$ cat src/verilog/cer_consts.vh
// Register offsets, field positions, reset values and widths of the cache event and error block.
`ifndef CER_CONSTS_VH
`define CER_CONSTS_VH
`define CER_ADDR_W 12
`define CER_OFF_AUX_CTRL 12'h000
`define CER_OFF_DBG_CTRL 12'h004
`define CER_OFF_IRQ_RAW 12'h008
`define CER_OFF_IRQ_CLR 12'h00C
`define CER_OFF_EVT_CTRL 12'h010
`define CER_AUX_EVT_BUS_EN 0
`define CER_DBG_SECURE_EN 2
`define CER_AUX_RESET 32'h00000000
`define CER_IRQ_N 9
`define CER_IRQ_DECODE 0
`define CER_IRQ_SLAVE 1
`define CER_IRQ_DATA_RD 2
`define CER_IRQ_TAG_RD 3
`define CER_IRQ_DATA_WR 4
`define CER_IRQ_TAG_WR 5
`define CER_IRQ_DATA_PAR 6
`define CER_IRQ_TAG_PAR 7
`define CER_IRQ_EVT_CNT 8
`define CER_EVT_N 19
`define CER_TAG_ERR_N 8
`define CER_RESP_OKAY 2'h0
`define CER_RESP_SLVERR 2'h2
`define CER_OP_READ 2'h0
`define CER_OP_WRITE 2'h1
`define CER_OP_MAINT 2'h2
`define CER_OP_SBUF 2'h3
`endif

$ cat src/verilog/cer_event_error.v
// Cache event bus, sticky error interrupts, RAM parity and APB registers.
//
// The register addresses and the APB slave port were chosen for this implementation.
`timescale 1ns/1ps
`include "cer_consts.vh"

// Behaviour
// (RQ1) Event outputs pulse one cycle per event
// (RQ2) Secure debug low: only non-secure events shown
// (RQ3) Secure debug high: secure and non-secure shown
// (RQ4) Secure debug synchronised, readable in debug register
// (RQ5) Software syncs cache before secure-debug analysis
// (RQ6) Events only when bus enable bit set
// (RQ7) Eviction, data read/write lookups and hits
// (RQ8) Hint received per port, hint hit, alloc
// (RQ9) Speculative read received and confirmed per port
// (RQ10) Instruction lookup/hit, internal prefetch, write allocate
// (RQ11) Interrupt lines are sticky
// (RQ12) Combined interrupt is OR of nine
// (RQ13) Decode, slave error and counter interrupts
// (RQ14) Six RAM read/write/parity error interrupts
// (RQ15) One data parity bit per byte
// (RQ16) One shared tag parity bit
// (RQ17) RAM error inputs treated as parity errors
// (RQ18) Read parity error gives SLVERR and event
// (RQ19) Write parity error raises slave error interrupt
// (RQ20) Maintenance parity error: interrupts only
// (RQ21) Cacheable read tag/data errors raise tag-read lines
// (RQ22) Store-buffer tag error: interrupt, abandon write
// (RQ23) Store-buffer data write error: interrupt, stays dirty
// (RQ24) Interrupts held until software clear or reset
module cer_event_error #(
    parameter DATA_W = 64,
    parameter TAG_W = 21
) (
    input wire pclk,
    input wire presetn,
    input wire psel,
    input wire penable,
    input wire pwrite,
    input wire [`CER_ADDR_W-1:0] paddr,
    input wire [31:0] pwdata,
    output reg [31:0] prdata,
    output reg pready,
    output reg pslverr,
    input wire secure_debug_enable,
    input wire [`CER_EVT_N-1:0] event_raw,
    input wire [`CER_EVT_N-1:0] event_secure,
    input wire event_counter_hit,
    input wire master_decode_error,
    input wire master_slave_error,
    input wire [DATA_W-1:0] data_ram_wdata,
    input wire [TAG_W-1:0] tag_ram_wdata,
    input wire data_ram_par_err,
    input wire tag_ram_par_err,
    input wire data_ram_error_in,
    input wire [`CER_TAG_ERR_N-1:0] tag_ram_error_in,
    input wire ram_check_valid,
    input wire ram_check_is_write,
    input wire [1:0] ram_op,
    input wire write_back_access,
    output reg [DATA_W/8-1:0] data_ram_parity,
    output reg tag_ram_parity,
    output reg [1:0] slave_read_response,
    output reg parity_error_event,
    output reg sbuf_write_abandon,
    output reg sbuf_line_dirty,
    output reg eviction_event,
    output reg data_read_lookup_event,
    output reg data_read_hit_event,
    output reg data_write_lookup_event,
    output reg data_write_hit_event,
    output reg write_through_lookup_event,
    output reg hint_received_port0_event,
    output reg hint_received_port1_event,
    output reg hint_hit_event,
    output reg hint_alloc_event,
    output reg spec_read_received_port0,
    output reg spec_read_received_port1,
    output reg spec_read_confirmed_port0,
    output reg spec_read_confirmed_port1,
    output reg instr_read_lookup_event,
    output reg instr_read_hit_event,
    output reg internal_prefetch_alloc_event,
    output reg write_allocate_event,
    output reg decode_error_irq,
    output reg slave_error_irq,
    output reg data_ram_read_error_irq,
    output reg tag_ram_read_error_irq,
    output reg data_ram_write_error_irq,
    output reg tag_ram_write_error_irq,
    output reg data_parity_error_irq,
    output reg tag_parity_error_irq,
    output reg event_counter_irq,
    output reg combined_irq
);

    // Even parity over each byte lane of a data word.
    function [DATA_W/8-1:0] byte_parity;
        input [DATA_W-1:0] d;
        integer i;
        begin
            for (i = 0; i < DATA_W/8; i = i + 1) begin
                byte_parity[i] = ^d[i*8 +: 8];
            end
        end
    endfunction

    reg secure_sync1;
    reg secure_sync2;
    reg evt_bus_en;
    reg [`CER_IRQ_N-1:0] irq_q;
    reg [`CER_IRQ_N-1:0] irq_clear;
    reg [`CER_IRQ_N-1:0] irq_set;
    reg [`CER_IRQ_N-1:0] next_irq;
    reg [`CER_EVT_N-1:0] next_evt;
    reg [31:0] next_rdata;
    reg addr_ok;
    wire apb_access;
    wire apb_write;
    wire tag_err_any;
    wire data_err_any;
    wire read_err;

    assign apb_access = psel & penable & ~pready;
    // A write lands only at the edge that completes the transfer, so an
    // access held in its wait state never changes a register early.
    assign apb_write = psel & penable & pready & pwrite;
    // A RAM error strobe counts as a parity error in these merged error flags.
    assign tag_err_any = tag_ram_par_err | (|tag_ram_error_in); // RQ17
    assign data_err_any = data_ram_par_err | data_ram_error_in; // RQ17
    assign read_err = ram_check_valid & (ram_op == `CER_OP_READ) &
        (tag_err_any | data_err_any); // RQ18

    // Only the second flop is read, so metastability never reaches logic.
    always @(posedge pclk or negedge presetn) begin
        if (!presetn) begin
            secure_sync1 <= 1'b0;
            secure_sync2 <= 1'b0;
        end else begin
            secure_sync1 <= secure_debug_enable; // RQ4
            secure_sync2 <= secure_sync1; // RQ4
        end
    end

    // Inputs arrive as one-cycle strobes, so one register stage keeps
    // each output pulse exactly one cycle wide.
    always @* begin
        next_evt = event_raw &
            ~(event_secure & {`CER_EVT_N{~secure_sync2}}); // RQ2 RQ3
        // The read error carries no security tag, so secure debug never masks it.
        if (read_err) begin
            next_evt[18] = 1'b1; // RQ18
        end
        if (!evt_bus_en) begin
            next_evt = {`CER_EVT_N{1'b0}}; // RQ6
        end
    end

    // Each event output is its own flop, so a monitor sees clean pulses.
    always @(posedge pclk or negedge presetn) begin
        if (!presetn) begin
            eviction_event <= 1'b0;
            data_read_lookup_event <= 1'b0;
            data_read_hit_event <= 1'b0;
            data_write_lookup_event <= 1'b0;
            data_write_hit_event <= 1'b0;
            write_through_lookup_event <= 1'b0;
            hint_received_port0_event <= 1'b0;
            hint_received_port1_event <= 1'b0;
            hint_hit_event <= 1'b0;
            hint_alloc_event <= 1'b0;
            spec_read_received_port0 <= 1'b0;
            spec_read_received_port1 <= 1'b0;
            spec_read_confirmed_port0 <= 1'b0;
            spec_read_confirmed_port1 <= 1'b0;
            instr_read_lookup_event <= 1'b0;
            instr_read_hit_event <= 1'b0;
            internal_prefetch_alloc_event <= 1'b0;
            write_allocate_event <= 1'b0;
            parity_error_event <= 1'b0;
        end else begin
            eviction_event <= next_evt[0]; // RQ1 RQ7
            data_read_lookup_event <= next_evt[1];
            data_read_hit_event <= next_evt[2];
            data_write_lookup_event <= next_evt[3];
            data_write_hit_event <= next_evt[4];
            write_through_lookup_event <= next_evt[5];
            hint_received_port0_event <= next_evt[6]; // RQ8
            hint_received_port1_event <= next_evt[7];
            hint_hit_event <= next_evt[8];
            hint_alloc_event <= next_evt[9];
            spec_read_received_port0 <= next_evt[10]; // RQ9
            spec_read_received_port1 <= next_evt[11];
            spec_read_confirmed_port0 <= next_evt[12];
            spec_read_confirmed_port1 <= next_evt[13];
            instr_read_lookup_event <= next_evt[14]; // RQ10
            instr_read_hit_event <= next_evt[15];
            internal_prefetch_alloc_event <= next_evt[16];
            write_allocate_event <= next_evt[17];
            parity_error_event <= next_evt[18]; // RQ18
        end
    end

    // Routing of RAM errors to interrupt causes by operation type.
    always @* begin
        irq_set = {`CER_IRQ_N{1'b0}};
        irq_set[`CER_IRQ_DECODE] = master_decode_error; // RQ13
        irq_set[`CER_IRQ_SLAVE] = master_slave_error; // RQ13
        irq_set[`CER_IRQ_EVT_CNT] = event_counter_hit; // RQ13
        if (ram_check_valid) begin
            if (ram_check_is_write) begin
                irq_set[`CER_IRQ_DATA_WR] = data_ram_error_in; // RQ14 RQ23
                irq_set[`CER_IRQ_TAG_WR] = |tag_ram_error_in; // RQ14
            end else begin
                irq_set[`CER_IRQ_TAG_PAR] = tag_ram_par_err | // RQ21 RQ22
                    (ram_op == `CER_OP_READ && data_ram_error_in);
                irq_set[`CER_IRQ_TAG_RD] = |tag_ram_error_in | // RQ14 RQ21
                    (ram_op == `CER_OP_READ && data_ram_error_in);
                if (ram_op != `CER_OP_READ) begin
                    irq_set[`CER_IRQ_DATA_PAR] = data_ram_par_err; // RQ14 RQ20
                    irq_set[`CER_IRQ_DATA_RD] = data_ram_error_in; // RQ14
                end
            end
            if (ram_op == `CER_OP_WRITE && (tag_err_any || data_err_any)) begin
                irq_set[`CER_IRQ_SLAVE] = 1'b1; // RQ19
            end
        end
    end

    // Set wins over a clear in the same cycle so no event is lost.
    always @* begin
        next_irq = (irq_q & ~irq_clear) | irq_set; // RQ11 RQ24
    end

    // The combined line is built from the same next value as the nine
    // lines, so it never lags them by a cycle.
    always @(posedge pclk or negedge presetn) begin
        if (!presetn) begin
            irq_q <= {`CER_IRQ_N{1'b0}};
            decode_error_irq <= 1'b0;
            slave_error_irq <= 1'b0;
            data_ram_read_error_irq <= 1'b0;
            tag_ram_read_error_irq <= 1'b0;
            data_ram_write_error_irq <= 1'b0;
            tag_ram_write_error_irq <= 1'b0;
            data_parity_error_irq <= 1'b0;
            tag_parity_error_irq <= 1'b0;
            event_counter_irq <= 1'b0;
            combined_irq <= 1'b0;
        end else begin
            irq_q <= next_irq; // RQ11
            decode_error_irq <= next_irq[`CER_IRQ_DECODE];
            slave_error_irq <= next_irq[`CER_IRQ_SLAVE];
            data_ram_read_error_irq <= next_irq[`CER_IRQ_DATA_RD];
            tag_ram_read_error_irq <= next_irq[`CER_IRQ_TAG_RD];
            data_ram_write_error_irq <= next_irq[`CER_IRQ_DATA_WR];
            tag_ram_write_error_irq <= next_irq[`CER_IRQ_TAG_WR];
            data_parity_error_irq <= next_irq[`CER_IRQ_DATA_PAR];
            tag_parity_error_irq <= next_irq[`CER_IRQ_TAG_PAR];
            event_counter_irq <= next_irq[`CER_IRQ_EVT_CNT];
            combined_irq <= |next_irq; // RQ12
        end
    end

    // Parity and read-response outputs, registered with the RAM pipeline.
    always @(posedge pclk or negedge presetn) begin
        if (!presetn) begin
            data_ram_parity <= {DATA_W/8{1'b0}};
            tag_ram_parity <= 1'b0;
            slave_read_response <= `CER_RESP_OKAY;
            sbuf_write_abandon <= 1'b0;
            sbuf_line_dirty <= 1'b0;
        end else begin
            data_ram_parity <= byte_parity(data_ram_wdata); // RQ15
            tag_ram_parity <= ^tag_ram_wdata; // RQ16
            slave_read_response <= `CER_RESP_OKAY;
            sbuf_write_abandon <= 1'b0;
            sbuf_line_dirty <= 1'b0;
            if (read_err) begin
                slave_read_response <= `CER_RESP_SLVERR; // RQ18
            end
            if (ram_check_valid && ram_op == `CER_OP_SBUF) begin
                sbuf_write_abandon <= !ram_check_is_write && tag_err_any; // RQ22
                // A failed data write still leaves a write-back line dirty.
                sbuf_line_dirty <= ram_check_is_write && write_back_access; // RQ23
            end
        end
    end

    // APB slave: one wait state, then pready pulses for one cycle.
    always @* begin
        addr_ok = 1'b1;
        next_rdata = 32'h00000000;
        case (paddr)
            `CER_OFF_AUX_CTRL: begin
                next_rdata[`CER_AUX_EVT_BUS_EN] = evt_bus_en;
            end
            `CER_OFF_DBG_CTRL: begin
                next_rdata[`CER_DBG_SECURE_EN] = secure_sync2; // RQ4
            end
            `CER_OFF_IRQ_RAW: begin
                next_rdata[`CER_IRQ_N-1:0] = irq_q;
            end
            `CER_OFF_IRQ_CLR: begin
                next_rdata = 32'h00000000;
            end
            default: begin
                addr_ok = 1'b0;
            end
        endcase
    end

    always @* begin
        irq_clear = {`CER_IRQ_N{1'b0}};
        if (apb_write && paddr == `CER_OFF_IRQ_CLR) begin
            irq_clear = pwdata[`CER_IRQ_N-1:0]; // RQ24
        end
    end

    always @(posedge pclk or negedge presetn) begin
        if (!presetn) begin
            evt_bus_en <= 1'b0;
            prdata <= 32'h00000000;
            pready <= 1'b0;
            pslverr <= 1'b0;
        end else begin
            pready <= apb_access;
            pslverr <= apb_access & ~addr_ok;
            prdata <= 32'h00000000;
            if (apb_access && !pwrite) begin
                prdata <= next_rdata;
            end
            if (apb_write && paddr == `CER_OFF_AUX_CTRL) begin
                evt_bus_en <= pwdata[`CER_AUX_EVT_BUS_EN]; // RQ6
            end
        end
    end

endmodule

$ cat config.mk
export PLATFORM = sky130hd
export DESIGN_NAME = cer_event_error
export DESIGN_NICKNAME = d
export VERILOG_FILES = /design/src/verilog/cer_event_error.v
export VERILOG_INCLUDE_DIRS = /design/src /design/src/verilog
export SDC_FILE = /design/constraint.sdc
export NUM_CORES = 1
export LEC_CHECK = 0
export BUFFER_PORTS_ARGS = -buffer_cell sky130_fd_sc_hd__buf_2
export CELL_PAD_IN_SITES_DETAIL_PLACEMENT = 0
export CELL_PAD_IN_SITES_GLOBAL_PLACEMENT = 2
export CORE_MARGIN = 3
export CORE_UTILIZATION = 19
export DETAILED_ROUTE_END_ITERATION = 10
export GPL_TIMING_DRIVEN = 0
export PLACE_DENSITY = 0.9
export RECOVER_POWER = 25
export SLEW_MARGIN = 10
export SYNTH_ARGS = -nofsm -noshare
export SYNTH_HDL_FRONTEND = slang
export SYNTH_SLANG_ARGS = --single-unit
$ cat constraint.sdc
create_clock -name pclk -period 2.86 [get_ports pclk]
set_input_delay 0.286 -clock pclk [delete_from_list [all_inputs] [get_ports pclk]]
set_output_delay 0.286 -clock pclk [all_outputs]
set_load 0.02 [all_outputs]
==> results_dict.tcl <==
set metrics [dict create \
    cts_setup_buffers 0 \
    routed_wl_mm 8.774 \
    gr-total-overflow 0 \
    clk_latency_ns 0.29 \
    rrSetupSlack_ns 0.28 \
    crit_path_start "paddr[9]" \
    fp.dieW_microns 130.0 \
    synthToLayoutAreaGrowth_pct 54.44 \
    holdWs_ns 0.1050 \
    arrival_ns 2.83 \
    ys_seq_elements 55 \
    drtIter0Drc 109 \
    ir_worst_vdd_v 0.0002291 \
    fp.dieH_microns 130.0 \
    core-area_sq_um 14750 \
    largest_reg_flops 9 \
    ys_types 46 \
    antenna_found_initial 0 \
    timing.rr.start "pready" \
    drc_errors 0 \
    syn_inst 270 \
    grt_use_met1_pct 11.02 \
    clock-sinks 55 \
    post_drt_wl_per_cell_microns 12.45 \
    use_met3_pct 2.088 \
    p_total_mw 2.129 \
    crit_required_ns 3.02 \
    n_antenna_cell 0 \
    ys_async_sr_fraction_pct 100.0 \
    cp-end-kind "flip-flop" \
    finalHoldViolCount 0 \
    largest_registers "prdata: 9 flops, data_ram_parity: 8 flops, irq_q: 8 flops" \
    stdcell_area_sq_um 4508 \
    grt_pass1_wl_mm 12.90 \
    finalCritPeriodShare_pct 93.37 \
    grt_use_met2_pct 17.77 \
    htree_num_levels 2 \
    min_from "secure_debug_enable" \
    yosysSeqAreaShare_pct 47.15 \
    cts-buffers-inserted 5 \
    cts_tree "built" \
    hold_path_class "input pin to flip-flop" \
    crit_slowest_cell "nor4_2" \
    clock_tree.root_cell "clkbuf_16" \
    powerDensity_nw_per_um2 472.2 \
    clk_path_buf_depth 2 \
    critical-path-max-stage-delay_ns 0.81 \
    relSlewSlack_pct 8.059 \
    die-area_sq_um 16890 \
    max_freq_mhz 374.5 \
    worst-path-buf-inv 1 \
    grt_max_degree 56 \
    crit_top_cell "or4_1" \
    synth_area_leaders "dfrtp_1 (47%), xnor2_1 (20%), buf_4 (6.2%)" \
    fin_crit_ns 2.670 \
    rows 44 \
    start_util_pct 19.78 \
    p_leak_nw 2.284 \
    top_register "prdata" \
    critPathMaxFanout 8 \
    synth-main-ff-cell "dfrtp_1" \
    crit_type "input pin to flip-flop" \
    grt_setup_unrepaired "no" \
    via_per_inst 3.908 \
    syn_avg_cell_area_sq_um 10.81 \
    crit_family "simple AND/OR/NAND/NOR gates" \
    clk_pin_slew_ns 0.07 \
    drive_above_1_share_pct 50.10 \
    pin_count 268 \
    slew_violations 0 \
    grt_pass1_vias 2723 \
    yosysTopAreaCell "dfrtp_1" \
    setup_viol 0 \
    yosysWarnings 0 \
    gp_congestion 0.7644 \
    track_usage_pct 9.501 \
    first_pass_iters 4 \
    ant_nets 0 \
    synth_edf_count 0 \
    netlist.area_leader.share_pct 47.15 \
    post_cts_resized 0 \
    place_area_sq_um 4339 \
    status "completed" \
    synth.cell_area_sq_um 2919 \
    busiest_layer "met2" \
    vias 2755 \
    io_buffers 220 \
    path_cells "buf_2 -> or4_1 -> nor4_2 -> a21boi_2 -> or4_1 -> or4_1" \
    tightest_slew_ns 1.379 \
    layout.nets 712 \
    maxCapViolCount 0 \
    post-dp-hpwl_mm 7.583 \
    ctsHoldBuffers 0 \
    start_kind "input pin" \
    fin_skew_ns 0.003615 \
]
cells by family after synthesis:
kind of cell / count (synthesis) / synth area share, %
xor+xnor: 76 / 22.80
simple gates: 64 / 12.99
flops: 55 / 47.15
compound gates: 40 / 9.002
buf+inv: 32 / 7.201
mux: 2 / 0.7287
other cells: 1 / 0.1285
final timing paths:
path | endpoint | depth (start not counted)
max | combined_irq | 6
min | secure_sync1 | 1
max reg2reg | combined_irq | 5
min reg2reg | secure_sync2 | 0
max in group asynchronous | irq_q[4] | 1
min in group asynchronous | prdata[0] | 1
area by class of cell:
class	instances	area, sq um
Sequential cell	55	1376
Timing Repair Buffer	220	1101
Clock inverter	3	46.29
Buffer	27	191.4
Tap cell	184	230.2
Fill cell	1556	10250
Clock buffer	5	125.1
Multi-Input combinational cell	206	1419
Inverter	5	18.77
power by group:
group	internal, mW	leakage, nW	switching [mW]	total [mW]
combinational	0.277	1.51	0.292	0.569
sequential	0.835	0.688	0.0156	0.850
clock	0.417	0.0804	0.292	0.709
total	1.53	2.28	0.600	2.13
stage by stage:
| step | setup TNS, ns | utilization, % | std cells | setup slack [ns] |
|---|---|---|---|---|
| finish | 0 | 30.55 | 705 | 0.1897 |
| global route | 0 | 30.55 | 705 | 0.04914 |
| CTS | 0 | 30.57 | 705 | 0.1753 |
| detailed placement | -0.1302 | 29.41 | 697 | -0.1302 |
| global placement | -0.1130 | 29.39 | 697 | -0.1130 |
| floorplan | 0 | - | 293 | 0.1871 |
layer usage:
layer / vias up / routed length [microns]
met5: - / 0
met4: 0 / 59
met3: 6 / 687
met2: 131 / 4766
met1: 1260 / 3261
li1: 1358 / -
layout by cell type, fill, tap and decap left out, types with 2 or more instances in the layout:
master	synthesis	layout
o211ai_1	3	3
or4_1	5	5
nor2_1	3	3
dfrtp_1	55	55
and2_1	8	8
nand2_1	23	23
clkbuf_1	3	3
nor3_1	2	2
a21oi_1	21	21
nor4_1	2	2
inv_1	4	4
nand3b_1	2	2
buf_2	0	219
or4_4	2	2
xor2_1	10	10
a221o_1	3	3
buf_4	24	24
clkbuf_16	0	5
nor2b_1	2	2
xnor2_1	66	66
nand2b_1	2	2
a21o_1	4	4
conb_1	1	24
worst reg2reg max path, delay by kind of cell, from the launching register on:
kind,cells,cell delay (ns)
and+or+nand+nor,4,1.95
DFF,1,0.38
AOI/OAI and AO/OA,1,0.13
cells in the mapped netlist, drive strengths merged (2+ instances only):
master	instances
a21boi	2
a21o	4
a21oi	21
a221o	3
and2	9
buf	24
clkbuf	3
dfrtp	55
inv	4
nand2	23
nand2b	2
nand3b	2
nor2	3
nor2b	2
nor3	2
nor3b	2
nor4	3
o211ai	3
or2	2
or4	8
xnor2	66
xor2	10
No activity file was read; power rests on OpenSTA's default activity.
